==> src/common/cccr_pkg.sv <==
// Package with register map, field layouts and timing constants of the codec control block.
package cccr_pkg;
  localparam logic [7:0] ADDR_RX_SLOT_CHAN3 = 8'h1A;
  localparam logic [7:0] ADDR_FRAME_BIT_OFFSET = 8'h1B;
  localparam logic [7:0] ADDR_IO_IRQ_MASK_LOW = 8'h1C;
  localparam logic [7:0] ADDR_IO_IRQ_MASK_HIGH = 8'h1D;
  localparam logic [7:0] ADDR_CHANNEL_IRQ_MASK = 8'h1E;
  localparam logic [7:0] ADDR_PERSIST_TIME_A = 8'h1F;
  localparam logic [7:0] ADDR_PERSIST_TIME_B = 8'h20;
  localparam logic [7:0] ADDR_IRQ_SOURCE = 8'h21;
  localparam logic [7:0] ADDR_FAULT_FLAGS = 8'h22;
  localparam logic [7:0] ADDR_FAULT_IRQ_MASK = 8'h23;
  localparam logic [7:0] ADDR_LOOPBACK_SELECT = 8'h24;
  localparam logic [7:0] ADDR_TX_PREAMP_GAIN = 8'h25;
  localparam logic [7:0] ADDR_RX_AMP_GAIN_CH01 = 8'h26;
  localparam logic [7:0] ADDR_RX_AMP_GAIN_CH23 = 8'h27;
  localparam logic [7:0] ADDR_SILICON_REVISION = 8'h31;
  localparam logic [7:0] RST_RX_SLOT_CHAN3 = 8'h00;
  localparam logic [7:0] RST_FRAME_BIT_OFFSET = 8'h00;
  localparam logic [7:0] RST_IO_IRQ_MASK_LOW = 8'hFF;
  localparam logic [3:0] RST_IO_IRQ_MASK_HIGH = 4'hF;
  localparam logic [3:0] RST_CHANNEL_IRQ_MASK = 4'hF;
  localparam logic [7:0] RST_PERSIST = 8'h00;
  localparam logic [1:0] RST_FAULT_IRQ_MASK = 2'h3;
  localparam logic [7:0] RST_LOOPBACK = 8'h00;
  localparam logic [3:0] RST_TX_PREAMP = 4'h0;
  localparam logic [5:0] RST_RX_AMP = 6'h00;
  // Revision code value is arbitrary.
  localparam logic [3:0] SILICON_REV_CODE = 4'h5;
  localparam int SLOT_EN_BIT = 7;
  localparam int TX_OFS_LSB = 4;
  localparam int CLOCK_FAULT_IRQ_FLAG_BIT = 4;
  localparam int CLK_MHZ = 25;
  localparam int SAMPLE_US = 32;
  localparam int SAMPLE_CYCLES = SAMPLE_US * CLK_MHZ;
  localparam int PERSIST_UNIT_US = 64;
  localparam int PERSIST_TICKS = PERSIST_UNIT_US / SAMPLE_US;
  localparam logic [7:0] LIN_DATA_W = 8'h10;
  localparam logic [7:0] PCM_DATA_W = 8'h08;
  typedef enum logic [1:0] {CCCR_IDLE = 2'b00, CCCR_WAIT = 2'b01, CCCR_RUN = 2'b10} cccr_frame_t;
endpackage

==> src/rtl/cccr_fifo.sv <==
// Parameterised valid/ready FIFO in the receive sample path.
`timescale 1ns/1ps
module cccr_fifo #(
  parameter int WIDTH = 16,
  parameter int DEPTH = 16
) (
  input wire logic clk,
  input wire logic reset_n,
  input wire logic clk_en,
  input wire logic in_valid,
  output logic in_ready,
  input wire logic [WIDTH-1:0] in_data,
  output logic out_valid,
  input wire logic out_ready,
  output logic [WIDTH-1:0] out_data
);
  localparam int AW = $clog2(DEPTH);
  logic [WIDTH-1:0] mem [DEPTH];
  logic [AW:0] count;
  logic [AW-1:0] wr_ptr;
  logic [AW-1:0] rd_ptr;
  logic push;
  logic pop;
  assign in_ready = (count != DEPTH[AW:0]);
  assign out_valid = (count != '0);
  assign out_data = mem[rd_ptr];
  assign push = in_valid && in_ready && clk_en;
  assign pop = out_valid && out_ready && clk_en;
  always_ff @(posedge clk)
  begin
    if (push)
    begin
      mem[wr_ptr] <= in_data;
    end
  end
  always_ff @(posedge clk or negedge reset_n)
  begin
    if (!reset_n)
    begin
      wr_ptr <= '0;
      rd_ptr <= '0;
      count <= '0;
    end
    else
    begin
      if (push)
      begin
        wr_ptr <= (wr_ptr == AW'(DEPTH - 1)) ? '0 : wr_ptr + 1'b1;
      end
      if (pop)
      begin
        rd_ptr <= (rd_ptr == AW'(DEPTH - 1)) ? '0 : rd_ptr + 1'b1;
      end
      if (push && !pop)
      begin
        count <= count + 1'b1;
      end
      else if (pop && !push)
      begin
        count <= count - 1'b1;
      end
    end
  end
endmodule

==> src/rtl/cccr_top.sv <==
// Control registers, frame timing, input persistency filtering and interrupt sources of the codec.
// How it works
// - Enabled channel 3 slot captured to output.
// - Linear mode takes two consecutive slots.
// - Transmit frame starts offset bit clocks late.
// - Receive frame starts offset bit clocks late.
// - I/O mask bit one blocks line interrupt.
// - Output-configured lines never request interrupts.
// - Filtered inputs interrupt after stable persistency.
// - Channel mask disables channel or CS lines.
// - A/B inputs multiplexed or fixed by mode.
// - Persistency width is register times 64us.
// - Zero persistency means every transition interrupts.
// - Inputs sampled every 32 microseconds.
// - Clock fault change sets source bit four.
// - Dynamic source bits cleared by read/mask.
// - Static mode uses source bits zero, two.
// - Alarm bits for clock count, reset.
// - Alarm read clears only inactive conditions.
// - Alarm mask blocks clock fault interrupt.
// - Digital loopback routes rx slot to tx.
// - Analog loopback feeds rx output back.
// - Preamp gain bit selects 0 or 3.52dB.
// - Three-bit receive gain code per channel.
`timescale 1ns/1ps
module cccr_top
  import cccr_pkg::*;
#(
  parameter int SAMPLE_DIV = SAMPLE_CYCLES,
  parameter logic [7:0] FRAME_BITS = 8'hFF
) (
  input wire logic clk,
  input wire logic reset_n,
  input wire logic clk_en,
  input wire logic reg_wr,
  input wire logic reg_rd,
  input wire logic [7:0] reg_addr,
  input wire logic [7:0] reg_wdata,
  output logic [7:0] reg_rdata,
  input wire logic fixed_io_select,
  input wire logic linear_mode,
  input wire logic [11:0] io_dir_out,
  input wire logic [11:0] io_in,
  input wire logic [3:0] cs_in,
  input wire logic io_reg_read,
  input wire logic [3:0] io_reg_read_chan,
  input wire logic cs_reg_read,
  input wire logic por_event,
  input wire logic bit_clk,
  input wire logic frame_sync,
  input wire logic pcm_rx_line,
  output logic rx_sample_valid,
  input wire logic rx_sample_ready,
  output logic [15:0] rx_sample_data,
  output logic tx_frame_start,
  output logic rx_frame_start,
  output logic [3:0] digital_loop_sel,
  output logic [3:0] codec_side_loop_sel,
  output logic [3:0] tx_preamp_bits,
  output logic [11:0] rx_amp_code,
  output logic [7:0] tx_loop_slot,
  output logic irq
);
  logic [7:0] rx_slot_chan3;
  logic [7:0] frame_bit_offset;
  logic [11:0] io_irq_mask;
  logic [3:0] channel_irq_mask;
  logic [7:0] persist_time_a;
  logic [7:0] persist_time_b;
  logic [3:0] irq_source_bits;
  logic clock_fault_irq_flag;
  logic [1:0] fault_flags;
  logic [1:0] fault_irq_mask;
  logic [2:0] bclk_s;
  logic [2:0] fs_s;
  logic [2:0] dr_s;
  logic [11:0] io_s1, io_s2, io_s3;
  logic [3:0] cs_s1, cs_s2, cs_s3;
  logic bclk_q, fs_q, bclk_rise, fs_rise;
  // Only the agreeing pair of the last two stages is trusted as a level.
  always_ff @(posedge clk or negedge reset_n)
  begin
    if (!reset_n)
    begin
      bclk_s <= '0;
      fs_s <= '0;
      dr_s <= '0;
      io_s1 <= '0;
      io_s2 <= '0;
      io_s3 <= '0;
      cs_s1 <= '0;
      cs_s2 <= '0;
      cs_s3 <= '0;
      bclk_q <= 1'b0;
      fs_q <= 1'b0;
    end
    else if (clk_en)
    begin
      bclk_s <= {bclk_s[1:0], bit_clk};
      fs_s <= {fs_s[1:0], frame_sync};
      dr_s <= {dr_s[1:0], pcm_rx_line};
      io_s1 <= io_in;
      io_s2 <= io_s1;
      io_s3 <= io_s2;
      cs_s1 <= cs_in;
      cs_s2 <= cs_s1;
      cs_s3 <= cs_s2;
      if (bclk_s[1] == bclk_s[2])
      begin
        bclk_q <= bclk_s[2];
      end
      if (fs_s[1] == fs_s[2])
      begin
        fs_q <= fs_s[2];
      end
    end
  end
  assign bclk_rise = (bclk_s[1] == bclk_s[2]) && bclk_s[2] && !bclk_q;
  assign fs_rise = bclk_rise && fs_q;
  // Frame timing: offsets count bit clocks after the frame sync edge.
  cccr_frame_t frame_state;
  logic [2:0] ofs_cnt;
  logic [10:0] rx_bit_cnt;
  logic [7:0] bits_in_frame;
  logic frame_seen;
  logic clk_fault_now;
  logic [15:0] shift;
  logic dr_prev;
  logic [3:0] byte_bits;
  logic [1:0] need_bytes;
  logic fifo_in_valid, fifo_in_ready;
  logic [15:0] fifo_in_data;
  logic [6:0] cur_slot;
  assign cur_slot = rx_bit_cnt[9:3];
  always_ff @(posedge clk or negedge reset_n)
  begin
    if (!reset_n)
    begin
      frame_state <= CCCR_IDLE;
      ofs_cnt <= '0;
      tx_frame_start <= 1'b0;
      rx_frame_start <= 1'b0;
      rx_bit_cnt <= '0;
      bits_in_frame <= '0;
      frame_seen <= 1'b0;
      clk_fault_now <= 1'b0;
    end
    else if (clk_en)
    begin
      tx_frame_start <= 1'b0;
      rx_frame_start <= 1'b0;
      if (fs_rise && !fs_s[2] == 1'b0 && frame_state != CCCR_WAIT)
      begin
        if (frame_seen)
        begin
          clk_fault_now <= (bits_in_frame != FRAME_BITS);
        end
        frame_seen <= 1'b1;
        bits_in_frame <= '0;
        ofs_cnt <= '0;
        frame_state <= CCCR_WAIT;
        tx_frame_start <= (frame_bit_offset[TX_OFS_LSB +: 3] == 3'h0);
        rx_frame_start <= (frame_bit_offset[2:0] == 3'h0);
        if (frame_bit_offset[2:0] == 3'h0)
        begin
          rx_bit_cnt <= '0;
        end
      end
      else if (bclk_rise)
      begin
        bits_in_frame <= bits_in_frame + 1'b1;
        rx_bit_cnt <= rx_bit_cnt + 1'b1;
        if (frame_state == CCCR_WAIT)
        begin
          ofs_cnt <= ofs_cnt + 1'b1;
          // A zero offset starts on the frame sync edge itself, so the wrapping count must not match it again.
          if (frame_bit_offset[TX_OFS_LSB +: 3] != 3'h0 && ofs_cnt + 3'h1 == frame_bit_offset[TX_OFS_LSB +: 3])
          begin
            tx_frame_start <= 1'b1;
          end
          if (frame_bit_offset[2:0] != 3'h0 && ofs_cnt + 3'h1 == frame_bit_offset[2:0])
          begin
            rx_frame_start <= 1'b1;
            rx_bit_cnt <= '0;
          end
          if (ofs_cnt == 3'h7)
          begin
            frame_state <= CCCR_RUN;
          end
        end
        if (frame_state == CCCR_RUN && !fs_q)
        begin
          frame_state <= CCCR_IDLE;
        end
      end
    end
  end
  // Channel 3 receive slot capture; linear mode spans the next slot too.
  always_ff @(posedge clk or negedge reset_n)
  begin
    if (!reset_n)
    begin
      shift <= '0;
      dr_prev <= 1'b0;
      byte_bits <= '0;
      need_bytes <= '0;
      fifo_in_valid <= 1'b0;
      fifo_in_data <= '0;
    end
    else if (clk_en)
    begin
      if (fifo_in_valid && fifo_in_ready)
      begin
        fifo_in_valid <= 1'b0;
      end
      // The slot count is reloaded on the frame start edge, so it trails the data by one bit clock.
      if (bclk_rise)
      begin
        dr_prev <= dr_s[2];
      end
      if (bclk_rise && rx_slot_chan3[SLOT_EN_BIT])
      begin
        if (rx_bit_cnt[2:0] == 3'h0 && cur_slot == rx_slot_chan3[6:0])
        begin
          need_bytes <= linear_mode ? 2'h2 : 2'h1;
          shift <= {15'h0000, dr_prev};
          byte_bits <= 4'h1;
        end
        else if (need_bytes != 2'h0)
        begin
          shift <= {shift[14:0], dr_prev};
          byte_bits <= byte_bits + 1'b1;
          if (byte_bits == PCM_DATA_W[3:0] - 4'h1 && need_bytes == 2'h1 && !linear_mode)
          begin
            need_bytes <= '0;
            fifo_in_valid <= 1'b1;
            fifo_in_data <= {8'h00, shift[6:0], dr_prev};
          end
          else if (byte_bits == 4'hF)
          begin
            need_bytes <= '0;
            fifo_in_valid <= 1'b1;
            fifo_in_data <= {shift[14:0], dr_prev};
          end
        end
      end
    end
  end
  assign tx_loop_slot = rx_slot_chan3;
  logic fifo_out_valid;
  logic [15:0] fifo_out_data;
  cccr_fifo #(.WIDTH(16), .DEPTH(16)) u_fifo (
    .clk(clk),
    .reset_n(reset_n),
    .clk_en(clk_en),
    .in_valid(fifo_in_valid),
    .in_ready(fifo_in_ready),
    .in_data(fifo_in_data),
    .out_valid(fifo_out_valid),
    .out_ready(rx_sample_ready && !rx_sample_valid),
    .out_data(fifo_out_data)
  );
  always_ff @(posedge clk or negedge reset_n)
  begin
    if (!reset_n)
    begin
      rx_sample_valid <= 1'b0;
      rx_sample_data <= '0;
    end
    else if (clk_en)
    begin
      if (rx_sample_valid)
      begin
        rx_sample_valid <= 1'b0;
      end
      else if (fifo_out_valid && rx_sample_ready)
      begin
        rx_sample_valid <= 1'b1;
        rx_sample_data <= fifo_out_data;
      end
    end
  end
  // Input sampling tick and persistency filters for A and B of each channel.
  logic [15:0] tick_cnt;
  logic tick;
  logic [3:0] in_a, in_b;
  logic [3:0] chg_a, chg_b;
  always_ff @(posedge clk or negedge reset_n)
  begin
    if (!reset_n)
    begin
      tick_cnt <= '0;
      tick <= 1'b0;
    end
    else if (clk_en)
    begin
      tick <= (tick_cnt == 16'(SAMPLE_DIV - 1));
      tick_cnt <= (tick_cnt == 16'(SAMPLE_DIV - 1)) ? '0 : tick_cnt + 1'b1;
    end
  end
  // Multiplexed mode takes the channel pairs from the first two I/O lines.
  always_comb
  begin
    if (fixed_io_select)
    begin
      in_a = {io_s3[10], io_s3[6], io_s3[4], io_s3[0]};
      in_b = {io_s3[11], io_s3[7], io_s3[5], io_s3[1]};
    end
    else
    begin
      in_a = {4{io_s3[0]}};
      in_b = {4{io_s3[1]}};
    end
  end
  logic [3:0] stab_a, stab_b;
  logic [8:0] cnt_a [4];
  logic [8:0] cnt_b [4];
  logic [11:0] io_prev;
  logic [3:0] cs_prev;
  always_ff @(posedge clk or negedge reset_n)
  begin
    if (!reset_n)
    begin
      stab_a <= '0;
      stab_b <= '0;
      chg_a <= '0;
      chg_b <= '0;
      io_prev <= '0;
      cs_prev <= '0;
      for (int i = 0; i < 4; i++)
      begin
        cnt_a[i] <= '0;
        cnt_b[i] <= '0;
      end
    end
    else if (clk_en)
    begin
      chg_a <= '0;
      chg_b <= '0;
      if (tick)
      begin
        io_prev <= io_s3;
        cs_prev <= cs_s3;
        for (int i = 0; i < 4; i++)
        begin
          if (in_a[i] == stab_a[i] || persist_time_a == 8'h00)
          begin
            cnt_a[i] <= '0;
            chg_a[i] <= (in_a[i] != stab_a[i]);
            stab_a[i] <= in_a[i];
          end
          else if (cnt_a[i] >= 9'({persist_time_a, 1'b0}) * 9'(PERSIST_TICKS / 2))
          begin
            cnt_a[i] <= '0;
            chg_a[i] <= 1'b1;
            stab_a[i] <= in_a[i];
          end
          else
          begin
            cnt_a[i] <= cnt_a[i] + 1'b1;
          end
          if (in_b[i] == stab_b[i] || persist_time_b == 8'h00)
          begin
            cnt_b[i] <= '0;
            chg_b[i] <= (in_b[i] != stab_b[i]);
            stab_b[i] <= in_b[i];
          end
          else if (cnt_b[i] >= 9'({persist_time_b, 1'b0}) * 9'(PERSIST_TICKS / 2))
          begin
            cnt_b[i] <= '0;
            chg_b[i] <= 1'b1;
            stab_b[i] <= in_b[i];
          end
          else
          begin
            cnt_b[i] <= cnt_b[i] + 1'b1;
          end
        end
      end
    end
  end
  // Line change requests: unfiltered lines request at once in static mode only, filtered ones via A/B.
  logic [11:0] io_raw_chg, io_req;
  logic [3:0] cs_req, chan_req;
  logic [11:0] filt_line;
  assign filt_line = fixed_io_select ? 12'hCF3 : 12'h003;
  always_comb
  begin
    io_raw_chg = tick ? (io_s3 ^ io_prev) & ~filt_line : 12'h000;
    io_req = io_raw_chg & ~io_irq_mask & ~io_dir_out;
    if (fixed_io_select)
    begin
      io_req = io_req | ({chg_b[3], chg_a[3], 2'b00, chg_b[2], chg_a[2], chg_b[1], chg_a[1], 2'b00,
                          chg_b[0], chg_a[0]} & ~io_irq_mask & ~io_dir_out);
      cs_req = (tick ? (cs_s3 ^ cs_prev) : 4'h0) & ~channel_irq_mask;
      chan_req = '0;
    end
    else
    begin
      cs_req = '0;
      chan_req = (chg_a & {4{~io_irq_mask[0] & ~io_dir_out[0]}}) | (chg_b & {4{~io_irq_mask[1] & ~io_dir_out[1]}});
      chan_req = chan_req & ~channel_irq_mask;
    end
  end
  // Source latches: a set in the same cycle as a clear wins.
  logic mask_write;
  logic [3:0] next_src;
  assign mask_write = reg_wr && reg_addr == ADDR_CHANNEL_IRQ_MASK;
  always_comb
  begin
    next_src = irq_source_bits;
    if (fixed_io_select)
    begin
      if (io_reg_read)
      begin
        next_src[0] = 1'b0;
      end
      if (cs_reg_read)
      begin
        next_src[2] = 1'b0;
      end
      next_src[1] = 1'b0;
      next_src[3] = 1'b0;
      next_src[0] = next_src[0] | (|io_req);
      next_src[2] = next_src[2] | (|cs_req);
    end
    else
    begin
      if (io_reg_read)
      begin
        next_src = next_src & ~io_reg_read_chan;
      end
      if (mask_write)
      begin
        next_src = next_src & ~reg_wdata[3:0];
      end
      next_src = next_src | chan_req;
    end
  end
  logic fault_rd, ckf_prev;
  assign fault_rd = reg_rd && reg_addr == ADDR_FAULT_FLAGS;
  always_ff @(posedge clk or negedge reset_n)
  begin
    if (!reset_n)
    begin
      irq_source_bits <= '0;
      clock_fault_irq_flag <= 1'b0;
      fault_flags <= '0;
      ckf_prev <= 1'b0;
      irq <= 1'b0;
    end
    else if (clk_en)
    begin
      irq_source_bits <= next_src;
      ckf_prev <= fault_flags[0];
      if (fault_rd)
      begin
        fault_flags <= {por_event, clk_fault_now};
      end
      else
      begin
        fault_flags <= fault_flags | {por_event, clk_fault_now};
      end
      if (fault_flags[0] != ckf_prev && !fault_irq_mask[0])
      begin
        clock_fault_irq_flag <= 1'b1;
      end
      else if (reg_rd && reg_addr == ADDR_IRQ_SOURCE)
      begin
        clock_fault_irq_flag <= 1'b0;
      end
      irq <= (|next_src) || clock_fault_irq_flag;
    end
  end
  // Software-written registers.
  always_ff @(posedge clk or negedge reset_n)
  begin
    if (!reset_n)
    begin
      rx_slot_chan3 <= RST_RX_SLOT_CHAN3;
      frame_bit_offset <= RST_FRAME_BIT_OFFSET;
      io_irq_mask <= {RST_IO_IRQ_MASK_HIGH, RST_IO_IRQ_MASK_LOW};
      channel_irq_mask <= RST_CHANNEL_IRQ_MASK;
      persist_time_a <= RST_PERSIST;
      persist_time_b <= RST_PERSIST;
      fault_irq_mask <= RST_FAULT_IRQ_MASK;
      digital_loop_sel <= RST_LOOPBACK[7:4];
      codec_side_loop_sel <= RST_LOOPBACK[3:0];
      tx_preamp_bits <= RST_TX_PREAMP;
      rx_amp_code <= {RST_RX_AMP, RST_RX_AMP};
    end
    else if (clk_en && reg_wr)
    begin
      if (reg_addr == ADDR_RX_SLOT_CHAN3)
        rx_slot_chan3 <= reg_wdata;
      else if (reg_addr == ADDR_FRAME_BIT_OFFSET)
        frame_bit_offset <= reg_wdata & 8'h77;
      else if (reg_addr == ADDR_IO_IRQ_MASK_LOW)
        io_irq_mask[7:0] <= reg_wdata;
      else if (reg_addr == ADDR_IO_IRQ_MASK_HIGH)
        io_irq_mask[11:8] <= reg_wdata[3:0];
      else if (reg_addr == ADDR_CHANNEL_IRQ_MASK)
        channel_irq_mask <= reg_wdata[3:0];
      else if (reg_addr == ADDR_PERSIST_TIME_A)
        persist_time_a <= reg_wdata;
      else if (reg_addr == ADDR_PERSIST_TIME_B)
        persist_time_b <= reg_wdata;
      else if (reg_addr == ADDR_FAULT_IRQ_MASK)
        fault_irq_mask <= reg_wdata[1:0];
      else if (reg_addr == ADDR_LOOPBACK_SELECT)
      begin
        digital_loop_sel <= reg_wdata[7:4];
        codec_side_loop_sel <= reg_wdata[3:0];
      end
      else if (reg_addr == ADDR_TX_PREAMP_GAIN)
        tx_preamp_bits <= reg_wdata[3:0];
      else if (reg_addr == ADDR_RX_AMP_GAIN_CH01)
        rx_amp_code[5:0] <= reg_wdata[5:0];
      else if (reg_addr == ADDR_RX_AMP_GAIN_CH23)
        rx_amp_code[11:6] <= reg_wdata[5:0];
    end
  end
  // Read data is registered so the port comes straight from a flip-flop.
  always_ff @(posedge clk or negedge reset_n)
  begin
    if (!reset_n)
    begin
      reg_rdata <= '0;
    end
    else if (clk_en && reg_rd)
    begin
      if (reg_addr == ADDR_RX_SLOT_CHAN3)
        reg_rdata <= rx_slot_chan3;
      else if (reg_addr == ADDR_FRAME_BIT_OFFSET)
        reg_rdata <= frame_bit_offset;
      else if (reg_addr == ADDR_IO_IRQ_MASK_LOW)
        reg_rdata <= io_irq_mask[7:0];
      else if (reg_addr == ADDR_IO_IRQ_MASK_HIGH)
        reg_rdata <= {4'h0, io_irq_mask[11:8]};
      else if (reg_addr == ADDR_CHANNEL_IRQ_MASK)
        reg_rdata <= {4'h0, channel_irq_mask};
      else if (reg_addr == ADDR_PERSIST_TIME_A)
        reg_rdata <= persist_time_a;
      else if (reg_addr == ADDR_PERSIST_TIME_B)
        reg_rdata <= persist_time_b;
      else if (reg_addr == ADDR_IRQ_SOURCE)
        reg_rdata <= {3'h0, clock_fault_irq_flag, irq_source_bits};
      else if (reg_addr == ADDR_FAULT_FLAGS)
        reg_rdata <= {6'h00, fault_flags};
      else if (reg_addr == ADDR_FAULT_IRQ_MASK)
        reg_rdata <= {6'h00, fault_irq_mask};
      else if (reg_addr == ADDR_LOOPBACK_SELECT)
        reg_rdata <= {digital_loop_sel, codec_side_loop_sel};
      else if (reg_addr == ADDR_TX_PREAMP_GAIN)
        reg_rdata <= {4'h0, tx_preamp_bits};
      else if (reg_addr == ADDR_RX_AMP_GAIN_CH01)
        reg_rdata <= {2'h0, rx_amp_code[5:0]};
      else if (reg_addr == ADDR_RX_AMP_GAIN_CH23)
        reg_rdata <= {2'h0, rx_amp_code[11:6]};
      else if (reg_addr == ADDR_SILICON_REVISION)
        reg_rdata <= {4'h0, SILICON_REV_CODE};
      else
        reg_rdata <= 8'h00;
    end
  end
endmodule

==> config.mk <==
export PLATFORM = sky130hd
export DESIGN_NAME = cccr_top
export DESIGN_NICKNAME = d
export VERILOG_FILES = /design/src/common/cccr_pkg.sv /design/src/rtl/cccr_fifo.sv /design/src/rtl/cccr_top.sv
export SDC_FILE = /design/constraint.sdc
export NUM_CORES = 1
export LEC_CHECK = 0
export BUFFER_PORTS_ARGS = -buffer_cell sky130_fd_sc_hd__buf_4
export CAP_MARGIN = 30
export CELL_PAD_IN_SITES_DETAIL_PLACEMENT = 0
export CELL_PAD_IN_SITES_GLOBAL_PLACEMENT = 1
export CORE_ASPECT_RATIO = 0.75
export CORE_MARGIN = 5
export CORE_UTILIZATION = 52
export DETAILED_ROUTE_END_ITERATION = 6
export PLACE_DENSITY_LB_ADDON = 0.1
export SLEW_MARGIN = 20
export SYNTH_ARGS = -nofsm -noshare
export SYNTH_HDL_FRONTEND = slang
export SYNTH_SLANG_ARGS = --single-unit
==> constraint.sdc <==
create_clock -name clk -period 3.2 [get_ports clk]
set_input_delay 0.48 -clock clk [delete_from_list [all_inputs] [get_ports clk]]
set_output_delay 0.48 -clock clk [all_outputs]
set_load 0.005 [all_outputs]
==> impl_metrics.json, run 1 <==
{
  "netlist_instances": 2036,
  "startpoint_type": "flip-flop",
  "clkSlewWorstSetupHoldPaths_ns": 0.07,
  "die_area_sq_um": 58100,
  "drt_iter0_drc": 1536,
  "wl_um": 72200,
  "cts_buffers": 59,
  "switchingPower_uw": 5060,
  "start_util_pct": 52.5,
  "grt.overflow.total": 0,
  "row_count": 73,
  "cts_root_buffer": "clkbuf_16",
  "cp-end-kind": "flip-flop",
  "die_x_um": 277,
  "place_hpwl_um": 49800,
  "io_buffers": 121,
  "ant_nets": 0,
  "place_area_sq_um": 29900,
  "ctsHoldBuffers": 2,
  "fin_util_pct": 60.3,
  "cp_top_family": "simple AND/OR/NAND/NOR gates",
  "layout_setup_ws_ns": 0.456,
  "fmax_mhz": 364,
  "htree_levels": 2,
  "avgRoutedWirePerCell_um": 24.4,
  "synth_cell_types": 85,
  "nets": 2352,
  "ys.flop_type": "dfrtp_1",
  "cp_slowest_cell": "or4_1",
  "fin_area_sq_um": 31900,
  "preCtsSetupSlack_ns": 0.449,
  "setup_viol": 0,
  "crit_required_ns": 3.71,
  "final-instance-count-excl-fill": 2957,
  "power_per_cell_area_nw_per_um2": 600,
  "rsz0062_at_grt": "no",
  "grt_pass1_vias": 17500,
  "relSlewSlack_pct": 35.2,
  "clk_path_buf_depth": 3,
  "internal-power_uw": 14100,
  "grt_first_pass_wirelength_um": 110000,
  "fin_crit_sh_pct": 85.8,
  "finalClockSkew_ns": 0.0319,
  "io_pins": 122,
  "swShare_pct": 26.4,
  "worstPathArrival_ns": 3.25,
  "syn-num-nets": 2188,
  "fp.dieH_um": 210,
  "final_cell_mix": "dfrtp_1 (338), edfxtp_1 (256), nand2_1 (165)",
  "worstSkewPairLatency_ns": 0.65,
  "ctsResizeCount": 0,
  "cap_viol_max_count": 0,
  "syn_area_per_cell_sq_um": 13.6,
  "grt_antenna_before_repair": 1,
  "drc": 0,
  "hold_viol": 0,
  "synthesis.area_sq_um": 27800,
  "grt_max_degree": 91,
  "drive_above_1_share_pct": 21.4,
  "ys_seq_elements": 614,
  "dr.pass1.iters": 6,
  "seq_area_frac_synth_pct": 60.1,
  "cts_sinks": 614,
  "final_common_cell": "dfrtp_1",
  "finalCriticalPeriod_ns": 2.74,
  "status": "finished clean",
  "routabilityCongestion": 0.892,
  "crit_chain": "or4_1, o21a_1, inv_2, ha_1, inv_1, fa_1, a21o_1, a21oi_1, xnor2_1, nor2_1, xor2_1",
  "total_leakage_power_uw": 0.0133,
  "routed_via_density": 6.01,
  "yosys_warnings": 0,
  "seqPwrFrac_pct": 47.9,
  "synthArstFlopShare_pct": 58.3,
  "cts_setup_buffers": 0,
  "maxSlewViolCount": 0,
  "power.share.clock_pct": 37.6,
  "syn2layout_area_growth_pct": 14.9,
  "worstPathMaxFanout": 5,
  "worstSetupPathType": "flip-flop to flip-flop",
  "cts_tree": "yes",
  "coreArea_sq_um": 52900,
  "worstMarginPinSlew_ns": 0.968,
  "dp_cells": 2849,
  "ir_drop_mv": 0.484,
  "synth-edff-count": 256,
  "slowest_delay_ns": 0.53,
  "cp_num_buf_inv": 2,
  "routed-via-count": 17800,
  "p_comb_share_pct": 14.5,
  "min_path_type": "input pin to flip-flop",
  "tns_ns": 0,
  "grt_usage_pct": 24.6
}
-- worst paths after layout --
kind,startpoint,to,slack (ns),cells after the start
worst max-delay path,u_fifo.count[0],u_fifo.count[4],0.46,11
worst min-delay path,io_in[0],io_s1[0],0.07,2
worst max register to register,u_fifo.count[0],u_fifo.count[4],0.46,11
worst min register to register,frame_seen,clk_fault_now,0.49,1
max in group asynchronous,reset_n,io_irq_mask[1],1.89,3
min in group asynchronous,reset_n,rx_sample_data[11],0.36,2
-- cell usage after synthesis (12+ instances only) --
master,n,area (sq um)
o21ai_1,34,170
and2_1,24,150
o21ai_0,49,245
xnor2_1,49,429
mux2_1,52,586
edfxtp_1,256,7690
a21o_1,27,203
o22ai_1,21,131
mux4_2,81,1820
inv_1,62,233
ha_1,89,1110
nand4_1,40,250
nand2_1,165,619
nor3_1,26,130
buf_2,15,75.1
a21oi_1,60,300
mux2i_1,12,120
mux2_2,80,901
nand3_1,59,295
nor2_1,98,368
xor2_1,52,455
nand2b_1,14,87.6
dfstp_2,18,473
clkbuf_1,51,191
and3_1,24,150
a22o_1,43,377
dfrtp_1,340,8510
-- kinds of logic after synthesis --
kind of cell	synth area share (%)
buffers and inverters	2.22
AOI/OAI and AO/OA	8.25
and+or+nand+nor	9.20
xor gates and xnor gates	3.19
DFF	60.1
adders and majority gates	4.08
muxes	13.0
-- final cells by class --
| cell class | instances | area, sq um |
|---|---|---|
| inverter | 66 | 248 |
| timing repair buffer | 183 | 1620 |
| multi-input combinational | 1276 | 10500 |
| sequential | 614 | 16700 |
| tap | 712 | 891 |
| clock inverter | 30 | 398 |
| fill | 4149 | 21000 |
| antenna | 1 | 2.50 |
| clock buffer | 75 | 1590 |
-- metrics by stage --
step                      hold slack (ns)  total power [uW]
after floorplan                     0.184             11000
after global placement              0.447             12100
after detailed placement            0.465             12100
after CTS                          0.0314             19300
after global routing               0.0383             20000
final                              0.0696             19200
-- layer usage --
layer / GRT usage (%) / wire length (um) / vias to the layer above
met5: 0 / 8 / -
met4: 4.68 / 1070 / 2
met3: 4.69 / 6350 / 80
met2: 34.0 / 30100 / 620
met1: 41.0 / 34700 / 9100
li1: - / - / 7975
-- power groups by stage --
stage	clock (uW)	sequential, uW	combinational, uW
finish	7190	9180	2780
global placement	0	9310	2760
CTS	7330	9180	2810
detailed placement	0	9340	2800
global route	7670	9250	3040
floorplan	0	9040	1980
-- sequential cells by signal, summed over array words and instances, names as in the netlist, 10 cells and up --
name            cells
cnt_a              36
cnt_b              36
fifo_in_data       16
io_irq_mask        12
io_s1              12
io_s2              12
io_s3              12
rx_amp_code        12
rx_bit_cnt         10
rx_sample_data     16
shift              15
tick_cnt           16
u_fifo.mem        256
Note: power is estimated with default switching activity, not from simulation.
==> inputs of run 2 (changes only) <==
- ABC_AREA: default -> 1
- CORE_UTILIZATION: 52 -> 49
- clock period: 3.2 -> 2.7 ns (I/O delays scaled with it)
==> run 2 against run 1 <==
  * Clock skew is 0.0096 ns lower
  * Synthesized area is 1.4% higher
  * Combinational power is 37% lower
  * Via count is 21% higher
  * Critical endpoint unchanged
  * Largest cell class unchanged
==> impl_metrics.json, run 2 <==
{
  "worstSkewPairLatency_ns": 0.63,
  "worstSetupPathType": "flip-flop to flip-flop",
  "synth-edff-count": 256,
  "cts_setup_buffers": 0,
  "final_common_cell": "nand2_1",
  "grt_antenna_before_repair": 2,
  "reg.largest.list": "u_fifo.mem x256, cnt_a x36, cnt_b x36",
  "die_x_um": 287,
  "place_hpwl_um": 54100,
  "fmax_mhz": 407,
  "drive_above_1_share_pct": 12.0,
  "row_count": 76,
  "fp.dieH_um": 218,
  "setup_viol": 0,
  "yosysMostFrequentCell": "nand2_1",
  "dp_cells": 3716,
  "power_per_cell_area_nw_per_um2": 646,
  "worstHoldStart": "io_in[5]",
  "final-instance-count-excl-fill": 3851,
  "ant_nets": 0,
  "syn_area_per_cell_sq_um": 9.85,
  "startpoint_type": "flip-flop",
  "routed-via-count": 21500,
  "synth_area_leaders": "dfrtp_1 (31%), edfxtp_1 (27%), nand2_1 (7.3%)",
  "top_register": "u_fifo.mem",
  "grt_usage_pct": 25.4,
  "ys.flop_type": "dfrtp_1",
  "synth_common_cells": "nand2_1 (547), dfrtp_1 (343), nor2_1 (331)",
  "cp-end-kind": "flip-flop",
  "grt_pass1_vias": 21100,
  "worstPathMaxFanout": 4,
  "ys_seq_elements": 617,
  "ff2ff_path_depth": 13,
  "clk_path_buf_depth": 3,
  "routed_via_density": 5.58,
  "crit_required_ns": 3.22,
  "grt_max_degree": 130,
  "io_buffers": 121,
  "grt_first_pass_wirelength_um": 123000,
  "drc": 0,
  "cap_viol_max_count": 0,
  "nets": 3171,
  "whs_path_depth": 3,
  "start_util_pct": 49.2,
  "yosys_warnings": 0,
  "total_leakage_power_uw": 0.0147,
  "drt_iter0_drc": 1869,
  "grt.overflow.total": 0,
  "dr.pass1.iters": 6,
  "tns_ns": 0,
  "rr_startpoint": "u_fifo.count[1]",
  "antennaDiodeCount": 0,
  "finalCriticalPeriod_ns": 2.46,
  "maxSlewViolCount": 0,
  "io_pins": 122,
  "status": "finished clean",
  "worstPathArrival_ns": 2.98,
  "htree_levels": 2,
  "syn-num-nets": 3010,
  "cts_buffers": 61,
  "netlist_instances": 2858,
  "avgRoutedWirePerCell_um": 20.5,
  "die_area_sq_um": 62400,
  "worstMarginPinSlew_ns": 0.938,
  "ir_drop_mv": 0.568,
  "whs_endpoint": "io_s1[5]",
  "power_uw": 20900,
  "rr_endpoint": "u_fifo.count[4]",
  "yosysTopAreaCellShare_pct": 30.5,
  "seq_area_frac_synth_pct": 59.5,
  "coreArea_sq_um": 57100,
  "wl_um": 78900,
  "cts_root_buffer": "clkbuf_16",
  "rsz0062_at_grt": "no",
  "synth_cell_types": 60,
  "largest_reg_flops": 256,
  "fin_crit_sh_pct": 91.1,
  "relSlewSlack_pct": 37.4,
  "cts_sinks": 617,
  "rrSetupSlack_ns": 0.24,
  "syn2layout_area_growth_pct": 15.3,
  "hold_viol": 0,
  "synthesis.area_sq_um": 28100,
  "routabilityCongestion": 0.916,
  "yosys.area.top_type": "dfrtp_1",
  "clkSlewWorstSetupHoldPaths_ns": 0.06,
  "finalClockSkew_ns": 0.0223,
  "final_cell_mix": "nand2_1 (547), dfrtp_1 (342), nor2_1 (330)",
  "cts_tree": "yes",
  "synthArstFlopShare_pct": 58.5,
  "min_path_type": "input pin to flip-flop"
}
==> run 2: worst max path at each step <==
stage | start | to | slack (ns) | cells after the start
2_1_floorplan | u_fifo.count[0] | u_fifo.count[4] | 0.30 | 12
4_1_cts | u_fifo.count[1] | u_fifo.count[4] | 0.02 | 12
5_1_grt | u_fifo.count[1] | u_fifo.count[4] | 0.02 | 12
6_report | u_fifo.count[1] | u_fifo.count[4] | 0.24 | 13
3_5_place_dp | u_fifo.count[1] | u_fifo.count[4] | 0.05 | 12
3_3_place_gp | u_fifo.count[1] | u_fifo.count[4] | 0.06 | 12
==> run 2: through the flow <==
stage	worst slack, ns	utilization (%)	hold WS [ns]	instance area [sq um]
after floorplan	0.303	-	0.109	28100
after global placement	0.0569	52.8	0.294	30200
after CTS	0.0212	56.7	0.00102	32400
after detailed placement	0.0480	52.8	0.292	30200
final	0.240	56.8	0.0232	32400
after global routing	0.0246	56.8	0.0319	32400
==> run 2: cell families (layout without fill, tap and decap cells) <==
logic type | count (synthesis) | count (layout) | share of synthesized area [%]
XOR/XNOR | 70 | 70 | 2.18
AND/OR/NAND/NOR | 1115 | 1115 | 16.9
flip-flops | 617 | 617 | 59.5
buffers and inverters | 365 | 578 | 5.06
AO/OA/AOI/OAI | 601 | 601 | 12.3
adder cells (fa/ha/maj) | 90 | 90 | 4.03
==> run 2: report_power, final <==
group	internal, uW	switching (uW)	total, uW
Clock	5110	3660	8760
Sequential	10100	323	10400
Combinational	663	1080	1740
Total	15900	5060	20900
==> run 2: cell type report <==
type | count | area, sq um
multi-input combinational | 1876 | 9990
clock buffer | 90 | 1770
clock inverter | 25 | 308
tap | 780 | 976
fill | 5009 | 24700
sequential | 617 | 16700
timing repair buffer | 199 | 1660
inverter | 264 | 996
==> run 2: metal layers <==
metal  track usage, %  share of wire (%)  up-vias
met5                0              0.014        -
met4             5.10                1.6        2
met3             5.37                8.3       94
met2             35.8                 41      714
met1             40.5                 49    10600
li1                 -                  -    10100
==> run 2: worst max-delay path, cell delays in order (launching register included) <==
cell and delay (ns):
dfrtp_1 0.44, nor4_4 0.31, nand2_1 0.08, nand2_1 0.09, nor2_2 0.05, ha_1 0.20
inv_1 0.14, ha_1 0.30, and3_1 0.22, a211oi_2 0.18, nand2_1 0.07, nand2_1 0.06
nor2_1 0.05, xor2_1 0.14
==> run 2: what timing repair did <==
item                                   4_1_cts  5_1_grt
endpoints found under the hold margin      102        0
setup endpoints to repair                    0        3
resized for setup                            0        4
hold buffers                                20        0
==> inputs of run 3 (changes only) <==
==> constraint.sdc (replaced) <==
create_clock -name clk -period 2.7 [get_ports clk]
set_input_delay 0.27 -clock clk [delete_from_list [all_inputs] [get_ports clk]]
set_output_delay 0.27 -clock clk [all_outputs]
set_load 0.005 [all_outputs]
==> run 3 against run 2 <==
  * Combinational power barely moved
  * Via count fell by 0.69%
  * Hold slack improved by 0.018 ns
  * Utilization fell by 0.050 points
  * Die area did not move
  * Setup slack got worse by 0.040 ns
  * First-iteration DRC count rose by 13%
  * Largest power group unchanged
  * Non-clock buffer count fell by 7
  * Fmax fell by 1.6%
  * Power rose by 0.38%
==> impl_metrics.json, run 3 (same netlist as run 2, synthesis figures left out) <==
{
  "status": "finished clean",
  "worstMarginPinSlew_ns": 0.873,
  "grt_pass1_vias": 20300,
  "crit_chain": "nor4_4, nand2_1, nand2_1, ha_1, inv_1, fa_1, and3_1, a211oi_2, nand2_1, nand2_1, nor2_1, xor2_1",
  "avgRoutedWirePerCell_um": 20.3,
  "die_x_um": 287,
  "drc": 0,
  "cts_tree": "yes",
  "preCtsSetupSlack_ns": 0.0218,
  "whs_path_depth": 4,
  "routed_via_density": 5.55,
  "finalClockSkew_ns": 0.0210,
  "cts_buffers": 59,
  "largest_reg_flops": 256,
  "drive_above_1_share_pct": 11.7,
  "worstSkewPairLatency_ns": 0.62,
  "crit_top_cell": "nand2_1",
  "coreArea_sq_um": 57100,
  "routed-via-count": 21300,
  "power_per_cell_area_nw_per_um2": 649,
  "worstPathArrival_ns": 3.00,
  "finalCriticalPeriod_ns": 2.50,
  "dr.pass1.iters": 5,
  "row_count": 76,
  "htree_levels": 2,
  "drt_iter0_drc": 2108,
  "nets": 3162,
  "fmax_mhz": 400,
  "cap_viol_max_count": 0,
  "io_buffers": 121,
  "setup_viol": 0,
  "grt.overflow.total": 0,
  "whs_ns": 0.0408,
  "crit_required_ns": 3.20,
  "min_path_type": "input pin to flip-flop",
  "layout_setup_ws_ns": 0.200,
  "relSlewSlack_pct": 41.6,
  "grt_antenna_before_repair": 2,
  "ff2ff_path_depth": 12,
  "top_register": "u_fifo.mem",
  "place_hpwl_um": 53200,
  "reg.largest.list": "u_fifo.mem x256, cnt_a x36, cnt_b x36",
  "cts_root_buffer": "clkbuf_16",
  "rrSetupSlack_ns": 0.20,
  "clk_path_buf_depth": 3,
  "routabilityCongestion": 0.908,
  "fin_crit_sh_pct": 92.6,
  "slowest_delay_ns": 0.46,
  "die_area_sq_um": 62400,
  "cp-end-kind": "flip-flop",
  "grt_usage_pct": 24.8,
  "maxSlewViolCount": 0,
  "final_cell_mix": "nand2_1 (547), dfrtp_1 (342), nor2_1 (331)",
  "place_area_sq_um": 30100,
  "cts_sinks": 617,
  "final_common_cell": "nand2_1",
  "grt_first_pass_wirelength_um": 120000,
  "fp.dieH_um": 218,
  "worstPathMaxFanout": 4,
  "ir_drop_mv": 0.560,
  "wl_um": 78000,
  "startpoint_type": "flip-flop",
  "total_leakage_power_uw": 0.0147,
  "clkSlewWorstSetupHoldPaths_ns": 0.06,
  "grt_max_degree": 105,
  "start_util_pct": 49.2,
  "worstSetupPathType": "flip-flop to flip-flop",
  "cp_slowest_cell": "dfrtp_1",
  "ant_nets": 0,
  "fin_area_sq_um": 32400,
  "io_pins": 122,
  "hold_viol": 0,
  "syn2layout_area_growth_pct": 15.2
}
==> run 3: worst max-delay path: cells and delay by family (launching register included) <==
kind / cells / cell delay [ns]
AND/OR/NAND/NOR: 7 / 0.89
buffers and inverters: 1 / 0.12
AO/OA/AOI/OAI: 1 / 0.18
adder cells (fa/ha/maj): 2 / 0.62
flip-flops: 1 / 0.46
XOR/XNOR: 1 / 0.13
==> run 3: cell type report <==
class / instances / area [sq um]
Tap cell: 780 / 976
Clock buffer: 81 / 1650
Multi-Input combinational cell: 1876 / 9990
Sequential cell: 617 / 16700
Timing Repair Buffer: 192 / 1620
Fill cell: 4982 / 24700
Antenna cell: 4 / 10.0
Inverter: 264 / 996
Clock inverter: 30 / 428
==> run 3: per-stage QoR <==
step | utilization, % | total power [uW] | setup TNS [ns] | cells
2_1_floorplan | - | 11600 | 0 | 2858
3_3_place_gp | 52.6 | 12200 | 0 | 3704
3_5_place_dp | 52.6 | 12300 | 0 | 3704
4_1_cts | 56.7 | 21200 | 0 | 3840
5_1_grt | 56.7 | 21900 | -0.000754 | 3840
6_report | 56.7 | 21000 | 0 | 3844
==> run 3: worst paths after layout <==
check | end | start
hold / removal | irq | cs_reg_read
setup reg to reg | u_fifo.count[4] | u_fifo.count[0]
hold reg to reg | shift[11] | shift[11]
min in group asynchronous | rx_sample_data[11] | reset_n
max in group asynchronous | cnt_b[24] | reset_n
setup / recovery | u_fifo.count[4] | u_fifo.count[0]
==> run 3: where the power goes <==
group          internal (uW)  leakage, uW  switching (uW)  total [uW]
sequential             10100      0.00759             321       10400
combinational            657      0.00606            1080        1740
clock                   5240      0.00102            3620        8860
==> run 3: what timing repair did <==
action,4_1_cts,5_1_grt
endpoints found under the hold margin,368,0
setup buffers,0,0
hold buffers,25,0
gates resized for setup,0,3
setup endpoints to repair,0,1
==> run 3: per-layer routing <==
metal	global-route usage [%]	part of all wire [%]	vias to the layer above
met1	39.8	49	10500
li1	-	-	10100
met2	35.5	42	676
met4	4.35	1.4	0
met5	0	0	-
met3	4.65	7.7	78
